==> src/uhpss_defines.svh <==
`ifndef UHPSS_DEFINES_SVH
`define UHPSS_DEFINES_SVH

// Clock rate and sequence intervals, all times in microseconds.
`define UHPSS_CLK_MHZ        100
`define UHPSS_T_FSDET_US     7000
`define UHPSS_T_TERM_US      50000
`define UHPSS_T_RSTCMP_US    150
`define UHPSS_T_SOFHS_MIN_US 120
`define UHPSS_T_SOFHS_MAX_US 130
`define UHPSS_T_SOFFS_MIN_US 900
`define UHPSS_T_SOFFS_MAX_US 1100
`define UHPSS_T_SUSP_US      5000

// Register byte offsets.
`define UHPSS_OFS_CMD   8'h00
`define UHPSS_OFS_CFG   8'h04
`define UHPSS_OFS_STAT  8'h08
`define UHPSS_OFS_ISTAT 8'h0C
`define UHPSS_OFS_IMASK 8'h10

// Field positions.
`define UHPSS_CFG_SPD_LSB  0
`define UHPSS_CFG_RWK_BIT  2
`define UHPSS_ST_MON_LSB   0
`define UHPSS_ST_XCVR_LSB  2
`define UHPSS_ST_TERM_BIT  4
`define UHPSS_ST_OPM_LSB   5
`define UHPSS_ST_BUSY_BIT  7
`define UHPSS_ST_CHIRP_BIT 8
`define UHPSS_ST_DISC_BIT  9
`define UHPSS_ST_RWK_BIT   10
`define UHPSS_INT_RST_BIT  0
`define UHPSS_INT_SUS_BIT  1
`define UHPSS_INT_FRM_BIT  2

// Reset values.
`define UHPSS_INT_RST 3'h0
`define UHPSS_MASK_RST 3'h0

`endif

==> src/uhpss_pkg.sv <==
package uhpss_pkg;

  typedef enum logic [1:0] {
    MON_IDLE  = 2'b00,
    MON_RESET = 2'b01,
    MON_OPER  = 2'b10,
    MON_SUSP  = 2'b11
  } uhpss_mon_t;

  typedef enum logic [1:0] {
    SPD_HS = 2'b00,
    SPD_FS = 2'b01,
    SPD_LS = 2'b10
  } uhpss_speed_t;

  typedef enum logic {
    TERM_HS = 1'b0,
    TERM_FS = 1'b1
  } uhpss_term_t;

  typedef enum logic [1:0] {
    OPM_NORMAL = 2'b00,
    OPM_PWRDN  = 2'b11
  } uhpss_opm_t;

  typedef enum logic [1:0] {
    CMD_NONE  = 2'b00,
    CMD_RESET = 2'b01,
    CMD_OPER  = 2'b10,
    CMD_SUSP  = 2'b11
  } uhpss_cmd_t;

  typedef enum logic [3:0] {
    SEQ_IDLE     = 4'b0000,
    SEQ_RST_DET  = 4'b0001,
    SEQ_RST_HS   = 4'b0010,
    SEQ_RST_TERM = 4'b0011,
    SEQ_RST_CMP  = 4'b0100,
    SEQ_OP_WAIT  = 4'b0101,
    SEQ_OP_RUN   = 4'b0110,
    SEQ_SUS_DRN  = 4'b0111,
    SEQ_SUS_PD   = 4'b1000,
    SEQ_SUS_WAIT = 4'b1001
  } uhpss_seq_t;

endpackage

==> src/uhpss_sequencer.sv <==
// Decided for this implementation: the register offsets and register access over APB.
`timescale 1ns/1ps
// Operation
// - Reset command: RESET, HS selects, Normal, chirp on except for an LS port.
// - No chirp after 7.0ms: transceiver FS, chirp off.
// - Termination to FS after 50ms.
// - Reset done flag 150us after termination FS.
// - LS port: transceiver LS after 7.0ms.
// - Operational command: OPERATION, Normal, disconnect detect.
// - HS first frame 120us to 130us.
// - FS/LS first frame 0.9ms to 1.1ms.
// - Suspend command: SUSPEND, detectors off.
// - Suspend waits for transaction end.
// - HS suspend: FS selects, then PowerDown.
// - FS/LS suspend: only PowerDown, speeds kept.
// - 5ms after PowerDown: disconnect detect, done flag.
// - Remote wake detect only if accepted.
`include "uhpss_defines.svh"

module uhpss_sequencer #(
  parameter int unsigned FSDET_CYC  = `UHPSS_T_FSDET_US * `UHPSS_CLK_MHZ + 1,
  parameter int unsigned TERM_CYC   = `UHPSS_T_TERM_US * `UHPSS_CLK_MHZ + 1,
  parameter int unsigned RSTCMP_CYC = `UHPSS_T_RSTCMP_US * `UHPSS_CLK_MHZ + 1,
  parameter int unsigned SOFHS_CYC  =
    (`UHPSS_T_SOFHS_MIN_US + `UHPSS_T_SOFHS_MAX_US) * `UHPSS_CLK_MHZ / 2,
  parameter int unsigned SOFFS_CYC  =
    (`UHPSS_T_SOFFS_MIN_US + `UHPSS_T_SOFFS_MAX_US) * `UHPSS_CLK_MHZ / 2,
  parameter int unsigned SUSP_CYC   = `UHPSS_T_SUSP_US * `UHPSS_CLK_MHZ + 1
) (
  input  wire logic        pclk,                  // System clock.
  input  wire logic        presetn,               // Async reset, low.
  input  wire logic        psel,                  // APB select.
  input  wire logic        penable,               // APB enable.
  input  wire logic        pwrite,                // APB write.
  input  wire logic [7:0]  paddr,                 // APB byte address.
  input  wire logic [31:0] pwdata,                // APB write data.
  output logic      [31:0] prdata,                // APB read data.
  output logic             pready,                // APB ready.
  output logic             pslverr,               // APB error.
  input  wire logic        chirp_seen,            // Device chirp, line.
  input  wire logic        bus_busy,              // Transaction running.
  output logic      [1:0]  host_state_monitor,    // Host state.
  output logic      [1:0]  transceiver_speed_sel, // Transceiver speed.
  output logic             termination_sel,       // Termination, 1 FS.
  output logic      [1:0]  phy_operating_mode,    // PHY mode.
  output logic             chirp_det_en,          // Chirp detect on.
  output logic             disc_det_en,           // Disconnect detect on.
  output logic             rwake_det_en,          // Remote wake detect on.
  output logic             frame_start,           // First SOF/KeepAlive.
  output logic             irq                    // Interrupt, level.
);

  // Sequencer state, configuration and the interval timer.
  uhpss_pkg::uhpss_seq_t   seq;
  uhpss_pkg::uhpss_speed_t attached_port_speed;
  logic                    remote_wake_accept_en;
  logic [31:0]             tmr;
  logic                    chirp_m;
  logic                    chirp_s;
  logic                    cmd_pulse;
  uhpss_pkg::uhpss_cmd_t   cmd_code;
  logic                    spd_hw_fs;
  logic [2:0]              ev;
  // Event flags and their mask.
  logic [2:0]              int_stat;
  logic [2:0]              int_mask;
  logic [2:0]              next_int_stat;
  // Handshake and read path of the register bus.
  logic                    acc;
  logic                    wr;
  logic                    hit;
  logic [31:0]             rdata;
  logic [31:0]             sof_cyc;

  // An APB request is taken at the first access edge, with pready low; a write lands with pready high.
  assign acc = psel && penable && !pready;
  assign wr  = psel && penable && pready && pwrite;

  // The first frame delay depends on the attached port speed.
  assign sof_cyc = (attached_port_speed == uhpss_pkg::SPD_HS) ? SOFHS_CYC
                                                              : SOFFS_CYC;

  // Two stage synchroniser for the chirp line from the transceiver.
  always_ff @(posedge pclk or negedge presetn) begin
    if (!presetn) begin
      chirp_m <= 1'b0;
      chirp_s <= 1'b0;
    end else begin
      chirp_m <= chirp_seen;
      chirp_s <= chirp_m;
    end
  end

  // Read multiplexer and address decode.
  always_comb begin
    rdata = 32'h0;
    hit   = 1'b1;
    unique case (paddr)
      `UHPSS_OFS_CMD: begin
        rdata[1:0] = cmd_code;
      end
      `UHPSS_OFS_CFG: begin
        rdata[`UHPSS_CFG_SPD_LSB +: 2] = attached_port_speed;
        rdata[`UHPSS_CFG_RWK_BIT]      = remote_wake_accept_en;
      end
      `UHPSS_OFS_STAT: begin
        rdata[`UHPSS_ST_MON_LSB +: 2]  = host_state_monitor;
        rdata[`UHPSS_ST_XCVR_LSB +: 2] = transceiver_speed_sel;
        rdata[`UHPSS_ST_TERM_BIT]      = termination_sel;
        rdata[`UHPSS_ST_OPM_LSB +: 2]  = phy_operating_mode;
        rdata[`UHPSS_ST_BUSY_BIT]      = (seq != uhpss_pkg::SEQ_IDLE) &&
                                         (seq != uhpss_pkg::SEQ_OP_RUN);
        rdata[`UHPSS_ST_CHIRP_BIT]     = chirp_det_en;
        rdata[`UHPSS_ST_DISC_BIT]      = disc_det_en;
        rdata[`UHPSS_ST_RWK_BIT]       = rwake_det_en;
      end
      `UHPSS_OFS_ISTAT: begin
        rdata[2:0] = int_stat;
      end
      `UHPSS_OFS_IMASK: begin
        rdata[2:0] = int_mask;
      end
      default: begin
        hit = 1'b0;
      end
    endcase
  end

  // APB answer: one wait state, read data and error held with pready.
  always_ff @(posedge pclk or negedge presetn) begin
    if (!presetn) begin
      pready  <= 1'b0;
      pslverr <= 1'b0;
      prdata  <= 32'h0;
    end else begin
      pready  <= acc;
      pslverr <= acc && !hit;
      prdata  <= (acc && !pwrite) ? rdata : 32'h0;
    end
  end

  // Command register: a write of a nonzero code starts a sequence.
  always_ff @(posedge pclk or negedge presetn) begin
    if (!presetn) begin
      cmd_pulse <= 1'b0;
      cmd_code  <= uhpss_pkg::CMD_NONE;
    end else begin
      cmd_pulse <= 1'b0;
      if (wr && paddr == `UHPSS_OFS_CMD && pwdata[1:0] != 2'h0) begin
        cmd_pulse <= 1'b1;
        cmd_code  <= uhpss_pkg::uhpss_cmd_t'(pwdata[1:0]);
      end
    end
  end

  // Configuration and mask; the hardware speed update wins over a write.
  always_ff @(posedge pclk or negedge presetn) begin
    if (!presetn) begin
      attached_port_speed   <= uhpss_pkg::SPD_HS;
      remote_wake_accept_en <= 1'b0;
      int_mask              <= `UHPSS_MASK_RST;
    end else begin
      if (wr && paddr == `UHPSS_OFS_CFG) begin
        attached_port_speed   <= uhpss_pkg::uhpss_speed_t'(
                                   pwdata[`UHPSS_CFG_SPD_LSB +: 2]);
        remote_wake_accept_en <= pwdata[`UHPSS_CFG_RWK_BIT];
      end
      // The mask decides which flags may drive the interrupt line.
      if (wr && paddr == `UHPSS_OFS_IMASK) begin
        int_mask <= pwdata[2:0];
      end
      if (spd_hw_fs) begin
        attached_port_speed <= uhpss_pkg::SPD_FS;
      end
    end
  end

  // Sticky event flags, write one to clear; a new event beats the clear.
  always_comb begin
    next_int_stat = int_stat;
    if (wr && paddr == `UHPSS_OFS_ISTAT) begin
      next_int_stat = int_stat & ~pwdata[2:0];
    end
    next_int_stat = next_int_stat | ev;
  end

  // Flag register and interrupt line.
  always_ff @(posedge pclk or negedge presetn) begin
    if (!presetn) begin
      int_stat <= `UHPSS_INT_RST;
      irq      <= 1'b0;
    end else begin
      int_stat <= next_int_stat;
      irq      <= |(next_int_stat & int_mask);
    end
  end

  // Port state sequencer with its interval counter and transceiver controls.
  always_ff @(posedge pclk or negedge presetn) begin
    if (!presetn) begin
      seq                   <= uhpss_pkg::SEQ_IDLE;
      host_state_monitor    <= uhpss_pkg::MON_IDLE;
      transceiver_speed_sel <= uhpss_pkg::SPD_FS;
      termination_sel       <= uhpss_pkg::TERM_FS;
      phy_operating_mode    <= uhpss_pkg::OPM_NORMAL;
      chirp_det_en          <= 1'b0;
      disc_det_en           <= 1'b0;
      rwake_det_en          <= 1'b0;
      frame_start           <= 1'b0;
      spd_hw_fs             <= 1'b0;
      ev                    <= 3'h0;
      tmr                   <= 32'h0;
    end else begin
      // Pulses last one cycle unless a step below raises them again.
      frame_start <= 1'b0;
      spd_hw_fs   <= 1'b0;
      ev          <= 3'h0;
      // The interval timer saturates so that a long rest never wraps it.
      if (tmr != 32'hFFFFFFFF) begin
        tmr <= tmr + 32'h1;
      end
      // A command restarts the timer and aborts any running sequence.
      if (cmd_pulse) begin
        tmr <= 32'h0;
        unique case (cmd_code)
          // Reset entry: high speed selects, Normal mode and, except for an LS port, the chirp watch.
          uhpss_pkg::CMD_RESET: begin
            host_state_monitor    <= uhpss_pkg::MON_RESET;
            transceiver_speed_sel <= uhpss_pkg::SPD_HS;
            termination_sel       <= uhpss_pkg::TERM_HS;
            phy_operating_mode    <= uhpss_pkg::OPM_NORMAL;
            // An LS port skips the chirp step altogether.
            chirp_det_en <= (attached_port_speed != uhpss_pkg::SPD_LS);
            seq          <= uhpss_pkg::SEQ_RST_DET;
          end
          // Operation entry: transactions may run and disconnect watch is on.
          uhpss_pkg::CMD_OPER: begin
            host_state_monitor <= uhpss_pkg::MON_OPER;
            phy_operating_mode <= uhpss_pkg::OPM_NORMAL;
            disc_det_en        <= 1'b1;
            chirp_det_en       <= 1'b0;
            seq                <= uhpss_pkg::SEQ_OP_WAIT;
          end
          // Suspend entry: both detectors stay off until the sequence ends.
          uhpss_pkg::CMD_SUSP: begin
            host_state_monitor <= uhpss_pkg::MON_SUSP;
            disc_det_en        <= 1'b0;
            rwake_det_en       <= 1'b0;
            chirp_det_en       <= 1'b0;
            seq                <= uhpss_pkg::SEQ_SUS_DRN;
          end
          // A zero code never pulses; this item only completes the case.
          uhpss_pkg::CMD_NONE: begin
            seq <= seq;
          end
        endcase
      end else begin
        // Between commands the stored state walks through its timed steps.
        unique case (seq)
          // Resting states hold until the next command arrives.
          uhpss_pkg::SEQ_IDLE,
          uhpss_pkg::SEQ_RST_HS,
          uhpss_pkg::SEQ_OP_RUN: begin
            seq <= seq;
          end
          // A chirp hands the port to the high speed handshake.
          uhpss_pkg::SEQ_RST_DET: begin
            if (chirp_det_en && chirp_s) begin
              seq <= uhpss_pkg::SEQ_RST_HS;
            end else if (tmr >= FSDET_CYC) begin
              // An LS port goes straight to its own transceiver speed.
              if (attached_port_speed == uhpss_pkg::SPD_LS) begin
                transceiver_speed_sel <= uhpss_pkg::SPD_LS;
              end else begin
                transceiver_speed_sel <= uhpss_pkg::SPD_FS;
                spd_hw_fs             <= 1'b1;
                chirp_det_en          <= 1'b0;
              end
              seq <= uhpss_pkg::SEQ_RST_TERM;
            end
          end
          // Reset length counts from the command, not from the speed switch.
          uhpss_pkg::SEQ_RST_TERM: begin
            if (tmr >= TERM_CYC) begin
              termination_sel <= uhpss_pkg::TERM_FS;
              tmr             <= 32'h0;
              seq             <= uhpss_pkg::SEQ_RST_CMP;
            end
          end
          // The done flag counts from the termination switch.
          uhpss_pkg::SEQ_RST_CMP: begin
            if (tmr >= RSTCMP_CYC) begin
              ev[`UHPSS_INT_RST_BIT] <= 1'b1;
              seq                    <= uhpss_pkg::SEQ_IDLE;
            end
          end
          // Firmware must start operation early enough after a reset.
          uhpss_pkg::SEQ_OP_WAIT: begin
            if (tmr >= sof_cyc) begin
              frame_start            <= 1'b1;
              ev[`UHPSS_INT_FRM_BIT] <= 1'b1;
              seq                    <= uhpss_pkg::SEQ_OP_RUN;
            end
          end
          // Nothing changes on the transceiver until the bus is quiet.
          uhpss_pkg::SEQ_SUS_DRN: begin
            if (!bus_busy) begin
              if (transceiver_speed_sel == uhpss_pkg::SPD_HS) begin
                transceiver_speed_sel <= uhpss_pkg::SPD_FS;
                termination_sel       <= uhpss_pkg::TERM_FS;
                seq                   <= uhpss_pkg::SEQ_SUS_PD;
              end else begin
                // FS and LS ports keep their selects and only power down.
                phy_operating_mode <= uhpss_pkg::OPM_PWRDN;
                tmr                <= 32'h0;
                seq                <= uhpss_pkg::SEQ_SUS_WAIT;
              end
            end
          end
          // One cycle after the FS selects the transceiver is powered down.
          uhpss_pkg::SEQ_SUS_PD: begin
            phy_operating_mode <= uhpss_pkg::OPM_PWRDN;
            tmr                <= 32'h0;
            seq                <= uhpss_pkg::SEQ_SUS_WAIT;
          end
          // The wake window counts from the PowerDown entry.
          uhpss_pkg::SEQ_SUS_WAIT: begin
            if (tmr >= SUSP_CYC) begin
              disc_det_en            <= 1'b1;
              rwake_det_en           <= remote_wake_accept_en;
              ev[`UHPSS_INT_SUS_BIT] <= 1'b1;
              seq                    <= uhpss_pkg::SEQ_IDLE;
            end
          end
          // An illegal code falls back to idle rather than locking up.
          default: begin
            seq <= uhpss_pkg::SEQ_IDLE;
          end
        endcase
      end
    end
  end

endmodule

==> config.mk <==
export PLATFORM = sky130hd
export DESIGN_NAME = uhpss_sequencer
export DESIGN_NICKNAME = d
export VERILOG_FILES = /design/src/uhpss_pkg.sv /design/src/uhpss_sequencer.sv
export VERILOG_INCLUDE_DIRS = /design/src
export SDC_FILE = /design/constraint.sdc
export NUM_CORES = 1
export LEC_CHECK = 0
export BUFFER_PORTS_ARGS = -buffer_cell sky130_fd_sc_hd__buf_2
export CAP_MARGIN = 20
export CORE_MARGIN = 2
export CORE_UTILIZATION = 60
export DETAILED_ROUTE_END_ITERATION = 7
export PLACE_DENSITY_LB_ADDON = 0.3
export SLEW_MARGIN = 20
export SYNTH_ARGS = -nofsm -noshare
export SYNTH_HDL_FRONTEND = slang
export SYNTH_SLANG_ARGS = --single-unit
==> constraint.sdc <==
create_clock -name pclk -period 3.4 [get_ports pclk]
set_input_delay 0.17 -clock pclk [delete_from_list [all_inputs] [get_ports pclk]]
set_output_delay 0.17 -clock pclk [all_outputs]
set_load 0.02 [all_outputs]
==> flow_metrics.tcl <==
set metrics [dict create \
    outcome "completed" \
    hold_viol 0 \
    synth_edf_count 0 \
    gp_congestion 0.9060 \
    avgSynthCellArea_um2 9.240 \
    drc_errors 0 \
    antenna_found_initial 0 \
    async_flop_share 1.000 \
    power_leakage_nw 2.424 \
    multi_input_area_mm2 0.002454 \
    worstMarginPinSlew_ps 913.2 \
    total_power_mw 2.294 \
    synth_cell_types 73 \
    wl_per_cell_um 14.55 \
    end_kind "flop" \
    irDropWorstVdd_mv 0.2711 \
    grt_use_total 0.2418 \
    tritoncts "done" \
    area_delta_synth_final_pct 7.147 \
    fp.dieW_um 92.10 \
    final_common_cell "dfrtp_1" \
    grt_max_degree 77 \
    period_share 0.7807 \
    worstHoldPathType "in2reg" \
    fin_area_mm2 0.004990 \
    totalNegativeSetupSlack_ps 0 \
    cts_resized 0 \
    drtIter0Drc 145 \
    maxCapViolations 0 \
    endpoint "seq[1]" \
    dp_cells 622 \
    cts_root_buf "clkbuf_8" \
    dp_hpwl_um 6774 \
    routed-via-count 3632 \
    dieArea_mm2 0.008482 \
    ys_seq_area_frac 0.4089 \
    drt-pass1-iter-count 4 \
    slew_headroom 0.3912 \
    routed_wl_um 9315 \
    critPathMaxFanout 8 \
    finalNonFillerCells 640 \
    diodes 0 \
    grt_pass1_wl_um 16320 \
    insertion_delay_ps 360 \
    fin_ws_ps 745.8 \
    whs_path_depth 2 \
    startpoint_type "flop" \
    slew_violations 0 \
    h-tree-depth 3 \
    nets 593 \
    io_pins 93 \
    fin_util 0.6559 \
    clockBufferDepth 2 \
    final.fill_count 667 \
    synth_seq_cells 76 \
    gr-total-overflow 0 \
    hold_ws_ps 19.54 \
    rsz0062_at_grt "false" \
    drtAntennaViolNets 0 \
    placed_area_mm2 0.004777 \
    start_util 0.6122 \
    dpl_worst_slack_ps 775.5 \
    postCtsSetupRepairBufs 0 \
    required_ps 3650 \
    die_y_um 92.10 \
    numCtsBuffers 9 \
    r2r_slack_ps 750 \
    worstRegToRegCells 10 \
    grt_pass1_vias 3588 \
    clk_pin_slew_worst_paths_ps 80 \
    fmax_mhz 376.8 \
    finalCriticalPeriod_ps 2654 \
    r2r_end "seq[1]" \
    setup_viol 0 \
    path_class "reg2reg" \
    drive_gt1_frac 0.1636 \
    timing.rr.start "attached_port_speed[0]" \
    netlist_area_mm2 0.004657 \
    layout_common_cells "74 x dfrtp_1, 63 x nor2_1, 49 x nand2_1" \
    postCtsHoldBufs 2 \
    arrival_ps 2910 \
    synthFlopType "dfrtp_1" \
    crit_start "attached_port_speed[0]" \
    core_mm2 0.007607 \
    power_density_mw_per_mm2 459.8 \
    syn_inst 504 \
    ys.warnings.count 0 \
    vias_per_cell 5.675 \
    regArea_mm2 0.001904 \
    row_count 32 \
    fin_worst_skew_ps 9.041 \
    clkSinkCount 76 \
    io_buffer_count 42 \
]
Yosys cell counts (3+ instances only):
cell | count | area [um^2]
a22oi_1 | 4 | 30.03
nand2_1 | 49 | 183.9
xnor2_1 | 10 | 87.58
nand2b_1 | 4 | 25.02
buf_2 | 14 | 70.07
and2_1 | 10 | 62.56
a211oi_1 | 4 | 30.03
nand4_1 | 15 | 93.84
or3_1 | 9 | 56.30
a21oi_1 | 16 | 80.08
nor4_1 | 7 | 43.79
ha_1 | 13 | 162.7
mux2_1 | 3 | 33.78
xor2_1 | 19 | 166.4
nor3_1 | 9 | 45.04
inv_1 | 17 | 63.81
buf_4 | 26 | 195.2
and3_1 | 8 | 50.05
clkbuf_1 | 5 | 18.77
o21a_1 | 3 | 22.52
o21ai_0 | 18 | 90.09
o31ai_1 | 3 | 22.52
mux2_2 | 4 | 45.04
nor2_1 | 63 | 236.5
a21o_1 | 4 | 30.03
mux2i_1 | 3 | 30.03
nor2b_1 | 6 | 37.54
and4_1 | 5 | 43.79
dfrtp_1 | 74 | 1852
nand3_1 | 20 | 100.1
nand3b_1 | 4 | 30.03
o22ai_1 | 3 | 18.77
worst max-delay path: stages, from the launching register on:
cell       delay (ps)
dfrtp_1           470
nor2_1            280
inv_1             200
ha_1              340
nand2_1            60
a211oi_2          240
o2111ai_1         170
nand3_2           120
o21ai_2            80
nor3_4            220
mux2_1            350
state kept, by name, summed over array words and instances, names as in the netlist, 3 cells and up:
| name | cells |
|---|---|
| int_mask | 3 |
| tmr | 32 |
| ev | 3 |
| prdata | 10 |
| seq | 4 |
| int_stat | 3 |
kinds of logic after synthesis:
group	count (synthesis)	share of synthesized area
simple gates	227	0.2622
compound gates	81	0.1252
flops	76	0.4089
buf+inv	65	0.08033
xor+xnor	29	0.05454
fa+ha+maj	13	0.03493
mux	12	0.03305
other cells	1	0.0008052
layout make-up:
type | instances | share of cell area
multi-input combinational | 383 | 0.4917
sequential | 76 | 0.3816
timing repair buffer | 46 | 0.04965
clock buffer | 10 | 0.02558
tap | 102 | 0.02558
clock inverter | 6 | 0.01304
inverter | 17 | 0.01279
how the worst min path moves through the flow:
| stage | startpoint | to |
|---|---|---|
| 2_1_floorplan | presetn | attached_port_speed[0] |
| 3_3_place_gp | chirp_seen | chirp_m |
| 3_5_place_dp | chirp_seen | chirp_m |
| 4_1_cts | paddr[1] | prdata[2] |
| 5_1_grt | paddr[1] | prdata[2] |
| 6_report | paddr[1] | prdata[2] |
power by group:
part           internal, mW  switching [mW]  total (mW)
clock network         0.339           0.349       0.688
registers             0.962           0.107        1.07
logic                 0.208           0.329       0.538
metal layers:
metal | vias up | global-route usage | part of all wire
met2 | 78 | 0.4099 | 0.51
met1 | 1753 | 0.2989 | 0.43
met3 | 18 | 0.03615 | 0.034
li1 | 1783 | - | -
met4 | 0 | 0.1269 | 0.027
met5 | - | 0 | 0
No activity file was read; power rests on OpenSTA's default activity.
